### config.mk
export PLATFORM = sky130hd
export DESIGN_NAME = acc_analog_clock_control_regs
export DESIGN_NICKNAME = d
export VERILOG_FILES = /design/src/rtl/acc_pkg.sv /design/src/rtl/acc_clk_if.sv /design/src/rtl/acc_analog_clock_control_regs.sv /design/src/rtl/acc_clock_ratio.sv
export SDC_FILE = /design/constraint.sdc
export NUM_CORES = 1
export LEC_CHECK = 0
export BUFFER_PORTS_ARGS = -buffer_cell sky130_fd_sc_hd__buf_2
export CAP_MARGIN = 5
export CORE_AREA = 2 2 109 111
export DETAILED_ROUTE_END_ITERATION = 7
export DIE_AREA = 0 0 111 113
export PLACE_DENSITY = 0.74
export SYNTH_ARGS = -nofsm -noshare
export SYNTH_HDL_FRONTEND = slang
export SYNTH_SLANG_ARGS = --single-unit
### constraint.sdc
create_clock -name clk_sys -period 2.8 [get_ports clk_sys]
set_input_delay 0.28 -clock clk_sys [delete_from_list [all_inputs] [get_ports clk_sys]]
set_output_delay 0.28 -clock clk_sys [all_outputs]
set_load 0.05 [all_outputs]
### src/rtl/acc_pkg.sv
package acc_pkg;
    // Byte registers; addresses are the printed offsets
    typedef logic [7:0] acc_byte_type;
    localparam logic [15:0] ACC_OFS_MEAS_INPUT = 16'h2863;
    localparam logic [15:0] ACC_OFS_ANALOG_EN = 16'h2864;
    localparam logic [15:0] ACC_OFS_MEAS_CHAN = 16'h2865;
    localparam logic [15:0] ACC_OFS_REGULATOR = 16'h2866;
    localparam logic [15:0] ACC_OFS_CLOCK = 16'h2867;
    localparam logic [15:0] ACC_OFS_BOOST = 16'h2868;
    localparam logic [15:0] ACC_OFS_STATUS = 16'h2869;
    // Reset values
    localparam acc_byte_type ACC_RST_MEAS_INPUT = 8'h00;
    localparam acc_byte_type ACC_RST_ANALOG_EN = 8'h00;
    localparam acc_byte_type ACC_RST_MEAS_CHAN = 8'h00;
    localparam acc_byte_type ACC_RST_REGULATOR = 8'h00;
    localparam acc_byte_type ACC_RST_CLOCK = 8'h00;
    localparam acc_byte_type ACC_RST_BOOST = 8'h00;
    // Field positions
    localparam int ACC_COMPB_BIT = 5;
    localparam int ACC_MEAS_ADC_BIT = 3;
    localparam int ACC_VOLT_ADC_BIT = 2;
    localparam int ACC_CURB_ADC_BIT = 1;
    localparam int ACC_CURA_ADC_BIT = 0;
    localparam int ACC_OFFSET_OFF_BIT = 0;
    localparam int ACC_SUPPLY_DET_BIT = 7;
    localparam int ACC_AUX_SEL_LSB = 3;
    localparam int ACC_TRIM_LSB = 0;
    localparam int ACC_PLL_EN_BIT = 7;
    localparam int ACC_BANDGAP_BIT = 6;
    localparam int ACC_SAMPLE_SEL_LSB = 4;
    localparam int ACC_METER_SEL_LSB = 2;
    localparam int ACC_CPU_SEL_LSB = 0;
    localparam int ACC_SECOND_DOUBLE_BIT = 7;
    localparam int ACC_DOUBLE_BIT = 6;
    localparam int ACC_GRID_BIT = 5;
    localparam int ACC_ST_ORDER_BIT = 0;
    localparam int ACC_ST_CODE_BIT = 1;
    // Base clock rates in Hz
    localparam logic [24:0] ACC_SAMPLE_BASE_HZ = 25'h0032000;
    localparam logic [24:0] ACC_METER_BASE_HZ = 25'h00C8000;
    localparam logic [24:0] ACC_CPU_BASE_HZ = 25'h00C8000;
endpackage

### src/rtl/acc_clk_if.sv
`timescale 1ns/1ps
// Clock selections from the register bank to the rate decoder
interface acc_clk_if;
    logic [1:0] sample_sel;
    logic [1:0] meter_sel;
    logic [1:0] cpu_sel;
    logic cpu_double;
    logic cpu_second_double;
    logic [24:0] sample_hz;
    logic [24:0] meter_hz;
    logic [24:0] cpu_hz;
    logic code_invalid;
    modport regs (output sample_sel, meter_sel, cpu_sel, cpu_double, cpu_second_double,
        input sample_hz, meter_hz, cpu_hz, code_invalid);
    modport ratio (input sample_sel, meter_sel, cpu_sel, cpu_double, cpu_second_double,
        output sample_hz, meter_hz, cpu_hz, code_invalid);
endinterface

### src/rtl/acc_analog_clock_control_regs.sv
`timescale 1ns/1ps
// Overview of operation
// - Analog enable bit 5 powers second comparator.
// - Bits 3..0 enable measurement, voltage, B, A converters.
// - Measurement bit 0 set disables offset removal.
// - Supply detect disable bit turns detection off.
// - Regulator bits 5..3 pick auxiliary output voltage.
// - Regulator bits 2..0 trim the core supply.
// - Clock bit 7 enables PLL, bit 6 bandgap.
// - Clock bits 5..4 scale sample clock x1/x2/x4.
// - Clock bits 3..2 scale meter clock x1/x2/x4.
// - Clock bits 1..0 scale processor clock up to x8.
// - Boost bit 6 doubles the processor clock.
// - Boost bit 7 doubles again, only with bit 6.
module acc_analog_clock_control_regs #(
    parameter int ADDR_WIDTH = 16
) (
    input wire logic clk_sys,
    input wire logic sys_rst,
    input wire logic [ADDR_WIDTH-1:0] bus_addr,
    input wire logic [7:0] bus_wdata,
    input wire logic bus_wr,
    input wire logic bus_rd,
    output logic [7:0] bus_rdata,
    output logic [7:0] meas_input_ctrl_out,
    output logic comparator_b_enable,
    output logic meas_adc_enable,
    output logic voltage_adc_enable,
    output logic current_b_adc_enable,
    output logic current_a_adc_enable,
    output logic meas_offset_removal_off,
    output logic supply_detect_disable,
    output logic [2:0] aux_regulator_select,
    output logic [11:0] aux_regulator_mv,
    output logic [2:0] core_supply_trim,
    output logic signed [10:0] core_supply_trim_mv,
    output logic pll_enable,
    output logic bandgap_enable,
    output logic [1:0] sample_clock_select,
    output logic [1:0] meter_clock_select,
    output logic [1:0] cpu_clock_select,
    output logic cpu_clock_double,
    output logic cpu_clock_second_double,
    output logic grid_60hz_select,
    output logic [24:0] sample_clock_hz,
    output logic [24:0] meter_clock_hz,
    output logic [24:0] cpu_clock_hz,
    output logic pll_order_error,
    output logic clock_code_invalid
);

    // The offsets are sixteen-bit constants, so sixteen address bits are required
    initial
    begin
        if (ADDR_WIDTH < 16)
            $error("ADDR_WIDTH must be at least 16");
    end

    // Storage for the six control bytes
    acc_pkg::acc_byte_type meas_input_ctrl_reg;
    acc_pkg::acc_byte_type analog_enable_ctrl_reg;
    acc_pkg::acc_byte_type meas_channel_ctrl_reg;
    acc_pkg::acc_byte_type regulator_ctrl_reg;
    acc_pkg::acc_byte_type clock_ctrl_reg;
    acc_pkg::acc_byte_type cpu_clock_boost_ctrl_reg;
    // Sticky flag: PLL came up, or was left on, without bandgap
    logic order_error_reg;
    logic order_error_next;
    // Read return path
    logic [7:0] rdata_reg;
    logic [7:0] rdata_next;
    // Decoded analog settings
    logic [11:0] aux_mv_reg;
    logic signed [10:0] trim_mv_reg;

    // Address matches, wider addresses compared in full
    logic hit_meas_input;
    logic hit_analog_en;
    logic hit_meas_chan;
    logic hit_regulator;
    logic hit_clock;
    logic hit_boost;
    // Status byte is our own addition
    logic hit_status;

    // Offset padded to the address width so narrow offsets compare cleanly
    function automatic logic acc_match(
        input logic [ADDR_WIDTH-1:0] addr,
        input logic [15:0] ofs
    );
        acc_match = (addr == ADDR_WIDTH'(ofs));
    endfunction

    // Decode is shared by reads and writes
    always_comb
    begin
        hit_meas_input = acc_match(bus_addr, acc_pkg::ACC_OFS_MEAS_INPUT);
        hit_analog_en = acc_match(bus_addr, acc_pkg::ACC_OFS_ANALOG_EN);
        hit_meas_chan = acc_match(bus_addr, acc_pkg::ACC_OFS_MEAS_CHAN);
        hit_regulator = acc_match(bus_addr, acc_pkg::ACC_OFS_REGULATOR);
        hit_clock = acc_match(bus_addr, acc_pkg::ACC_OFS_CLOCK);
        hit_boost = acc_match(bus_addr, acc_pkg::ACC_OFS_BOOST);
        hit_status = acc_match(bus_addr, acc_pkg::ACC_OFS_STATUS);
    end

    // Auxiliary regulator code to millivolts
    // Shared by reset and run paths
    function automatic logic [11:0] acc_aux_mv(input logic [2:0] code);
        unique case (code)
            3'h0: acc_aux_mv = 12'hCE4; // 3.3 V
            3'h1: acc_aux_mv = 12'hC80; // 3.2 V
            3'h3: acc_aux_mv = 12'hD48; // 3.4 V
            3'h6: acc_aux_mv = 12'hC1C; // 3.1 V
            3'h7: acc_aux_mv = 12'hBB8; // 3.0 V
            default: acc_aux_mv = 12'hDAC; // 2, 4 and 5 all give 3.5 V
        endcase
    endfunction

    // Core supply trim code to signed millivolts
    function automatic logic signed [10:0] acc_trim_mv(input logic [2:0] code);
        unique case (code)
            3'h0: acc_trim_mv = 11'sh000; // No offset
            3'h1: acc_trim_mv = -11'sh064; // Minus 0.1 V
            3'h2: acc_trim_mv = 11'sh0C8; // Plus 0.2 V
            3'h3: acc_trim_mv = 11'sh064; // Plus 0.1 V
            3'h4: acc_trim_mv = -11'sh190; // Minus 0.4 V
            3'h5: acc_trim_mv = -11'sh1F4; // Minus 0.5 V
            3'h6: acc_trim_mv = -11'sh0C8; // Minus 0.2 V
            3'h7: acc_trim_mv = -11'sh12C; // Minus 0.3 V
        endcase
    endfunction

    // Measurement input selection, gain and divider
    // Held as written; the analog mux decodes it outside
    always_ff @(posedge clk_sys)
    begin
        if (sys_rst)
            meas_input_ctrl_reg <= acc_pkg::ACC_RST_MEAS_INPUT;
        else if (bus_wr && hit_meas_input)
            meas_input_ctrl_reg <= bus_wdata;
    end

    // Comparator and converter power enables
    // Reserved bits are stored too, so reads echo writes
    always_ff @(posedge clk_sys)
    begin
        if (sys_rst)
            analog_enable_ctrl_reg <= acc_pkg::ACC_RST_ANALOG_EN;
        else if (bus_wr && hit_analog_en)
            analog_enable_ctrl_reg <= bus_wdata;
    end

    // Measurement channel offset removal control
    always_ff @(posedge clk_sys)
    begin
        if (sys_rst)
            meas_channel_ctrl_reg <= acc_pkg::ACC_RST_MEAS_CHAN;
        else if (bus_wr && hit_meas_chan)
            meas_channel_ctrl_reg <= bus_wdata;
    end

    // Supply detection and regulator trims
    // Detection stays on after reset, the safe choice at 5 V
    always_ff @(posedge clk_sys)
    begin
        if (sys_rst)
            regulator_ctrl_reg <= acc_pkg::ACC_RST_REGULATOR;
        else if (bus_wr && hit_regulator)
            regulator_ctrl_reg <= bus_wdata;
    end

    // PLL, bandgap and clock rate selection
    always_ff @(posedge clk_sys)
    begin
        if (sys_rst)
            clock_ctrl_reg <= acc_pkg::ACC_RST_CLOCK;
        else if (bus_wr && hit_clock)
            clock_ctrl_reg <= bus_wdata;
    end

    // Processor clock doubling and grid frequency select
    always_ff @(posedge clk_sys)
    begin
        if (sys_rst)
            cpu_clock_boost_ctrl_reg <= acc_pkg::ACC_RST_BOOST;
        else if (bus_wr && hit_boost)
            cpu_clock_boost_ctrl_reg <= bus_wdata;
    end

    // Watch the bandgap-then-PLL order software must keep
    // The block does not refuse a bad order; it only reports it
    always_comb
    begin
        order_error_next = order_error_reg;
        // Write one to clear
        if (bus_wr && hit_status && bus_wdata[acc_pkg::ACC_ST_ORDER_BIT])
            order_error_next = 1'b0;
        // A new violation wins over a clear in the same cycle
        if (bus_wr && hit_clock)
        begin
            // PLL on while bandgap was off before this write
            if (bus_wdata[acc_pkg::ACC_PLL_EN_BIT]
                && !clock_ctrl_reg[acc_pkg::ACC_PLL_EN_BIT]
                && !clock_ctrl_reg[acc_pkg::ACC_BANDGAP_BIT])
                order_error_next = 1'b1;
            // Bandgap dropped under a running PLL
            if (bus_wdata[acc_pkg::ACC_PLL_EN_BIT]
                && !bus_wdata[acc_pkg::ACC_BANDGAP_BIT])
                order_error_next = 1'b1;
        end
    end

    // Order flag storage
    // Cleared only by reset or software
    always_ff @(posedge clk_sys)
    begin
        if (sys_rst)
            order_error_reg <= 1'b0;
        else
            order_error_reg <= order_error_next;
    end

    // Registered decode of the regulator fields
    // One cycle behind the register, harmless for trims
    always_ff @(posedge clk_sys)
    begin
        if (sys_rst)
        begin
            aux_mv_reg <= acc_aux_mv(3'h0);
            trim_mv_reg <= acc_trim_mv(3'h0);
        end
        else
        begin
            aux_mv_reg <= acc_aux_mv(aux_regulator_select);
            trim_mv_reg <= acc_trim_mv(core_supply_trim);
        end
    end

    // Rate decoder lives in its own module
    // Bundle kept local to this block
    acc_clk_if cif ();

    // Selections handed to the decoder
    always_comb
    begin
        cif.sample_sel = sample_clock_select;
        cif.meter_sel = meter_clock_select;
        cif.cpu_sel = cpu_clock_select;
        cif.cpu_double = cpu_clock_double;
        cif.cpu_second_double = cpu_clock_second_double;
    end

    // Rates land one edge after the write edge
    acc_clock_ratio u_ratio (
        .clk_sys(clk_sys),
        .sys_rst(sys_rst),
        .cif(cif.ratio)
    );

    // Read mux; unmapped addresses read as zero
    always_comb
    begin
        rdata_next = 8'h00;
        // No strobe, no data
        if (bus_rd)
        begin
            if (hit_meas_input)
                rdata_next = meas_input_ctrl_reg;
            else if (hit_analog_en)
                rdata_next = analog_enable_ctrl_reg;
            else if (hit_meas_chan)
                rdata_next = meas_channel_ctrl_reg;
            else if (hit_regulator)
                rdata_next = regulator_ctrl_reg;
            else if (hit_clock)
                rdata_next = clock_ctrl_reg;
            else if (hit_boost)
                rdata_next = cpu_clock_boost_ctrl_reg;
            else if (hit_status)
            begin
                // Status shows the block's own state
                rdata_next[acc_pkg::ACC_ST_ORDER_BIT] = order_error_reg;
                rdata_next[acc_pkg::ACC_ST_CODE_BIT] = cif.code_invalid;
            end
        end
    end

    // Read data stands for the one cycle after the strobe
    // No wait states on either strobe
    always_ff @(posedge clk_sys)
    begin
        if (sys_rst)
            rdata_reg <= 8'h00;
        else
            rdata_reg <= rdata_next;
    end

    // Register fields straight out to the analog side
    always_comb
    begin
        // Bus side
        bus_rdata = rdata_reg;
        // Analog side, from storage
        meas_input_ctrl_out = meas_input_ctrl_reg;
        comparator_b_enable = analog_enable_ctrl_reg[acc_pkg::ACC_COMPB_BIT];
        meas_adc_enable = analog_enable_ctrl_reg[acc_pkg::ACC_MEAS_ADC_BIT];
        voltage_adc_enable = analog_enable_ctrl_reg[acc_pkg::ACC_VOLT_ADC_BIT];
        current_b_adc_enable = analog_enable_ctrl_reg[acc_pkg::ACC_CURB_ADC_BIT];
        current_a_adc_enable = analog_enable_ctrl_reg[acc_pkg::ACC_CURA_ADC_BIT];
        // Set means offset removal off
        meas_offset_removal_off = meas_channel_ctrl_reg[acc_pkg::ACC_OFFSET_OFF_BIT];
        supply_detect_disable = regulator_ctrl_reg[acc_pkg::ACC_SUPPLY_DET_BIT];
        aux_regulator_select = regulator_ctrl_reg[acc_pkg::ACC_AUX_SEL_LSB +: 3];
        core_supply_trim = regulator_ctrl_reg[acc_pkg::ACC_TRIM_LSB +: 3];
        aux_regulator_mv = aux_mv_reg;
        core_supply_trim_mv = trim_mv_reg;
        pll_enable = clock_ctrl_reg[acc_pkg::ACC_PLL_EN_BIT];
        bandgap_enable = clock_ctrl_reg[acc_pkg::ACC_BANDGAP_BIT];
        sample_clock_select = clock_ctrl_reg[acc_pkg::ACC_SAMPLE_SEL_LSB +: 2];
        meter_clock_select = clock_ctrl_reg[acc_pkg::ACC_METER_SEL_LSB +: 2];
        cpu_clock_select = clock_ctrl_reg[acc_pkg::ACC_CPU_SEL_LSB +: 2];
        cpu_clock_double = cpu_clock_boost_ctrl_reg[acc_pkg::ACC_DOUBLE_BIT];
        // Second doubling is qualified by the first
        cpu_clock_second_double = cpu_clock_boost_ctrl_reg[acc_pkg::ACC_SECOND_DOUBLE_BIT]
            & cpu_clock_boost_ctrl_reg[acc_pkg::ACC_DOUBLE_BIT];
        grid_60hz_select = cpu_clock_boost_ctrl_reg[acc_pkg::ACC_GRID_BIT];
        // Rates from the decoder
        sample_clock_hz = cif.sample_hz;
        meter_clock_hz = cif.meter_hz;
        cpu_clock_hz = cif.cpu_hz;
        // Status flags
        pll_order_error = order_error_reg;
        clock_code_invalid = cif.code_invalid;
    end

endmodule // acc_analog_clock_control_regs

### src/rtl/acc_clock_ratio.sv
`timescale 1ns/1ps
// Turns clock select codes into resulting rates in Hz
module acc_clock_ratio (
    input wire logic clk_sys,
    input wire logic sys_rst,
    acc_clk_if.ratio cif
);
    // Three-way select: code 11 has no meaning, held at x4
    function automatic logic [1:0] acc_shift3(input logic [1:0] sel);
        acc_shift3 = (sel == 2'h3) ? 2'h2 : sel;
    endfunction

    logic [2:0] cpu_shift;
    always_comb
    begin
        // Doublings stack on the selected multiplier
        cpu_shift = {1'b0, cif.cpu_sel} + {2'h0, cif.cpu_double}
            + {2'h0, cif.cpu_double & cif.cpu_second_double};
    end

    // Rates are registered so outputs come from flip-flops
    always_ff @(posedge clk_sys)
    begin
        if (sys_rst)
        begin
            cif.sample_hz <= acc_pkg::ACC_SAMPLE_BASE_HZ;
            cif.meter_hz <= acc_pkg::ACC_METER_BASE_HZ;
            cif.cpu_hz <= acc_pkg::ACC_CPU_BASE_HZ;
            cif.code_invalid <= 1'b0;
        end
        else
        begin
            cif.sample_hz <= acc_pkg::ACC_SAMPLE_BASE_HZ << acc_shift3(cif.sample_sel);
            cif.meter_hz <= acc_pkg::ACC_METER_BASE_HZ << acc_shift3(cif.meter_sel);
            cif.cpu_hz <= acc_pkg::ACC_CPU_BASE_HZ << cpu_shift;
            cif.code_invalid <= (cif.sample_sel == 2'h3) | (cif.meter_sel == 2'h3);
        end
    end
endmodule // acc_clock_ratio

==> results.toml <==
[status]
outcome = "completed"

[final_layout]
post-route-util_pct = 45.68
finalNonFillerCells = 700
top_register = "u_ratio.cif.cpu_hz"
largest_register_ffs = 10
num_antenna_cells = 0
nNetsFinal = 592
final_common_cell = "buf_2"
most-common-layout-cells = "buf_2 (113), dfxtp_1 (99), nor2_1 (64), mux2i_1 (57), conb_1 (56)"
synthToLayoutAreaGrowth_pct = 15.95
drive_gt1_share_pct = 27.47

[synthesis]
synth_cell_types = 49
yosysWarnings = 0
synth_edf_count = 0
synth_area_per_cell_um2 = 9.824
synth_top_family_by_area = "simple AND/OR/NAND/NOR gates"
syn_inst = 452
muxShareOfSynthArea_pct = 13.36
synth-xor-area-share_pct = 0.1972
syn_area_mm2 = 0.004441
yosys.area_share.simple_pct = 16.85
ys_ff_latch = 99
async_flop_share_pct = 0
synth-compound-area-share_pct = 7.777
synth_adder_area_share_pct = 2.987
ys_dominant_reg_cell = "dfxtp_1"
yosysSeqAreaShare_pct = 44.63

[power]
power_frac_clock_pct = 41.6
p_switching_w = 0.0007088
sw_frac_of_total_pct = 24.82
p_leak_nw = 2.465
power_frac_seq_pct = 49.4
internal-power_w = 0.002147
p_per_area_mw_per_mm2 = 554.6
ir_drop_mv = 0.3636
pwr-share-comb_pct = 9.1

[clocking]
worstSkewPairLatency_ns = 0.33
cts.htree.levels = 3
cts_sinks = 99
clockRootBuffer = "clkbuf_16"
numCtsBuffers = 9
post_cts_resized = 0
ctsHoldBuffers = 0
cts_tree = "built"
clk_pin_slew_ns = 0.06
clk_path_buf_depth = 2
postCtsSetupBuffers = 0

[worst_setup_path]
cp.buffers_inverters = 1
timing_worst_setup_path_type = "input port to flip-flop"
end_kind = "flip-flop"
max_stage_delay_ns = 0.58
timing.critical_path.max_delay_family = "simple AND/OR/NAND/NOR gates"
start_kind = "input port"
crit_required_ns = 2.99
crit_fanout = 8
crit_chain = "buf_2 -> or4bb_4 -> nor4_1 -> and3_1 -> mux2i_1 -> nor2_1"
worstPathArrival_ns = 2.36
cpMaxStageDelayCell = "or4bb_4"

[sta]
whs_ns = 0.2868
drv_slew = 0
finalCriticalPeriod_ns = 2.168
slew_headroom_pct = 48.33
rsz0062_at_grt = "no"
setup_viol = 0
worst_slew_pin_slew_ns = 0.7750
period_share_pct = 77.44
fin_worst_skew_ns = 0.004573
hold_viol_final = 0
max_freq_mhz = 461.2
setup_ws_ns = 0.6317
setup_tns_ns = 0

[grt]
overflow = 0
grt_max_degree = 79
grt.total_usage_pct = 15.47
grt_pass1_vias = 3115
antenna_found_initial = 0
grt_pass1_wl_um = 15710

[route]
routedLengthMet1_um = 4311
drtIter0Drc = 237
num_vias = 3327
vias_per_cell = 4.753
wl_um = 9924
highest_layer = "met4"
wl_met2_um = 4736
wl_met3_um = 660
drt_first_pass_iters = 4
wl_per_cell_um = 14.18
drc = 0
ant_nets = 0

[min_path]
min_path_type = "input port to flip-flop"

[floorplanning]
fp.dieW_um = 111
num_rows = 39
io_pins = 168
fp.dieH_um = 113
core_area_mm2 = 0.01127
dieArea_mm2 = 0.01254
start_util_pct = 39.39

[placement]
globalplace.congestion = 0.8703
dpl.hpwl_um = 7408
dp_slack_ns = 0.2869
io_buffer_count = 113
placedCellCount = 686

[run]
drv_cap = 0
[cells in the mapped netlist, types with 2 or more instances]
cell type,instances,area (um^2)
dfxtp_1,99,1982
buf_4,67,503.0
nor2_1,64,240.2
mux2i_1,57,570.6
o21ai_0,19,95.09
inv_1,15,56.30
clkbuf_1,13,48.80
a21oi_1,10,50.05
nand2_1,10,37.54
nor2b_1,10,62.56
ha_1,9,112.6
nor3b_1,6,45.04
o221a_2,5,56.30
and2_1,4,25.02
or2_2,4,25.02
a21o_1,3,22.52
a31oi_1,3,18.77
nand2b_1,3,18.77
nand4_1,3,18.77
nor3_1,3,15.01
nor4bb_1,3,30.03
o21bai_1,3,22.52
o221ai_1,3,26.28
a222oi_1,2,20.02
and3_1,2,12.51
conb_1,2,7.510
mux2_2,2,22.52
nand3_1,2,10.01
nand3b_1,2,15.01
nor4_4,2,42.54
nor4b_1,2,17.52
or2b_1,2,15.01
or4b_4,2,27.53
[metrics by stage]
step / instance area [um^2] / power, W
floorplan: 4643 / 0.001708
global placement: 4866 / 0.001695
detailed placement: 4866 / 0.001697
CTS: 5149 / 0.002881
global route: 5149 / 0.002958
finish: 5149 / 0.002855
[power groups by stage]
stage	combinational, W	clock (W)	sequential (W)
after floorplan	0.000261	0	0.00145
after global placement	0.000254	0	0.00144
after detailed placement	0.000256	0	0.00144
after CTS	0.000256	0.00121	0.00141
after global routing	0.000270	0.00128	0.00141
final	0.000259	0.00119	0.00141
[per-layer routing]
layer | GRT usage [%] | vias up
met3 | 3.214 | 20
met2 | 26.30 | 150
met5 | 0 | -
met1 | 19.11 | 1538
met4 | 6.750 | 0
li1 | - | 1619
[path summary, 6_finish.rpt]
kind,cells after the start,startpoint,slack (ns),endpoint
worst max register to register,6,cpu_clock_boost_ctrl_reg[6],0.83,u_ratio.cif.cpu_hz[20]
worst min register to register,2,regulator_ctrl_reg[6],0.50,regulator_ctrl_reg[6]
worst min-delay path,3,bus_wdata[4],0.29,meas_input_ctrl_out[4]
worst max-delay path,6,bus_addr[4],0.63,meas_channel_ctrl_reg[5]
[final cells by class]
| class | instances | area, um^2 |
|---|---|---|
| tap | 143 | 178.9 |
| inverter | 15 | 56.30 |
| timing repair buffer | 119 | 610.6 |
| clock inverter | 3 | 40.04 |
| clock buffer | 11 | 242.7 |
| multi-input combinational | 310 | 2038 |
| fill | 1052 | 6123 |
| sequential | 99 | 1982 |
[logic make-up (layout without fill, tap and decap cells)]
logic type               count (synthesis)  count (layout)
other                                    2              56
multiplexers                            59              59
XOR/XNOR                                 1               1
adder cells (fa/ha/maj)                 10              10
flip-flops                              99              99
AND/OR/NAND/NOR                        132             132
AO/OA/AOI/OAI                           52              52
buffers and inverters                   97             148
[worst register-to-register path: cells and delay by family (launching register included)]
family          cells  cell delay [ns]
compound gates      2             0.21
flops               1             0.37
fa+ha+maj           3             1.05
simple gates        1             0.22
Note: power is estimated with default switching activity, not from simulation.
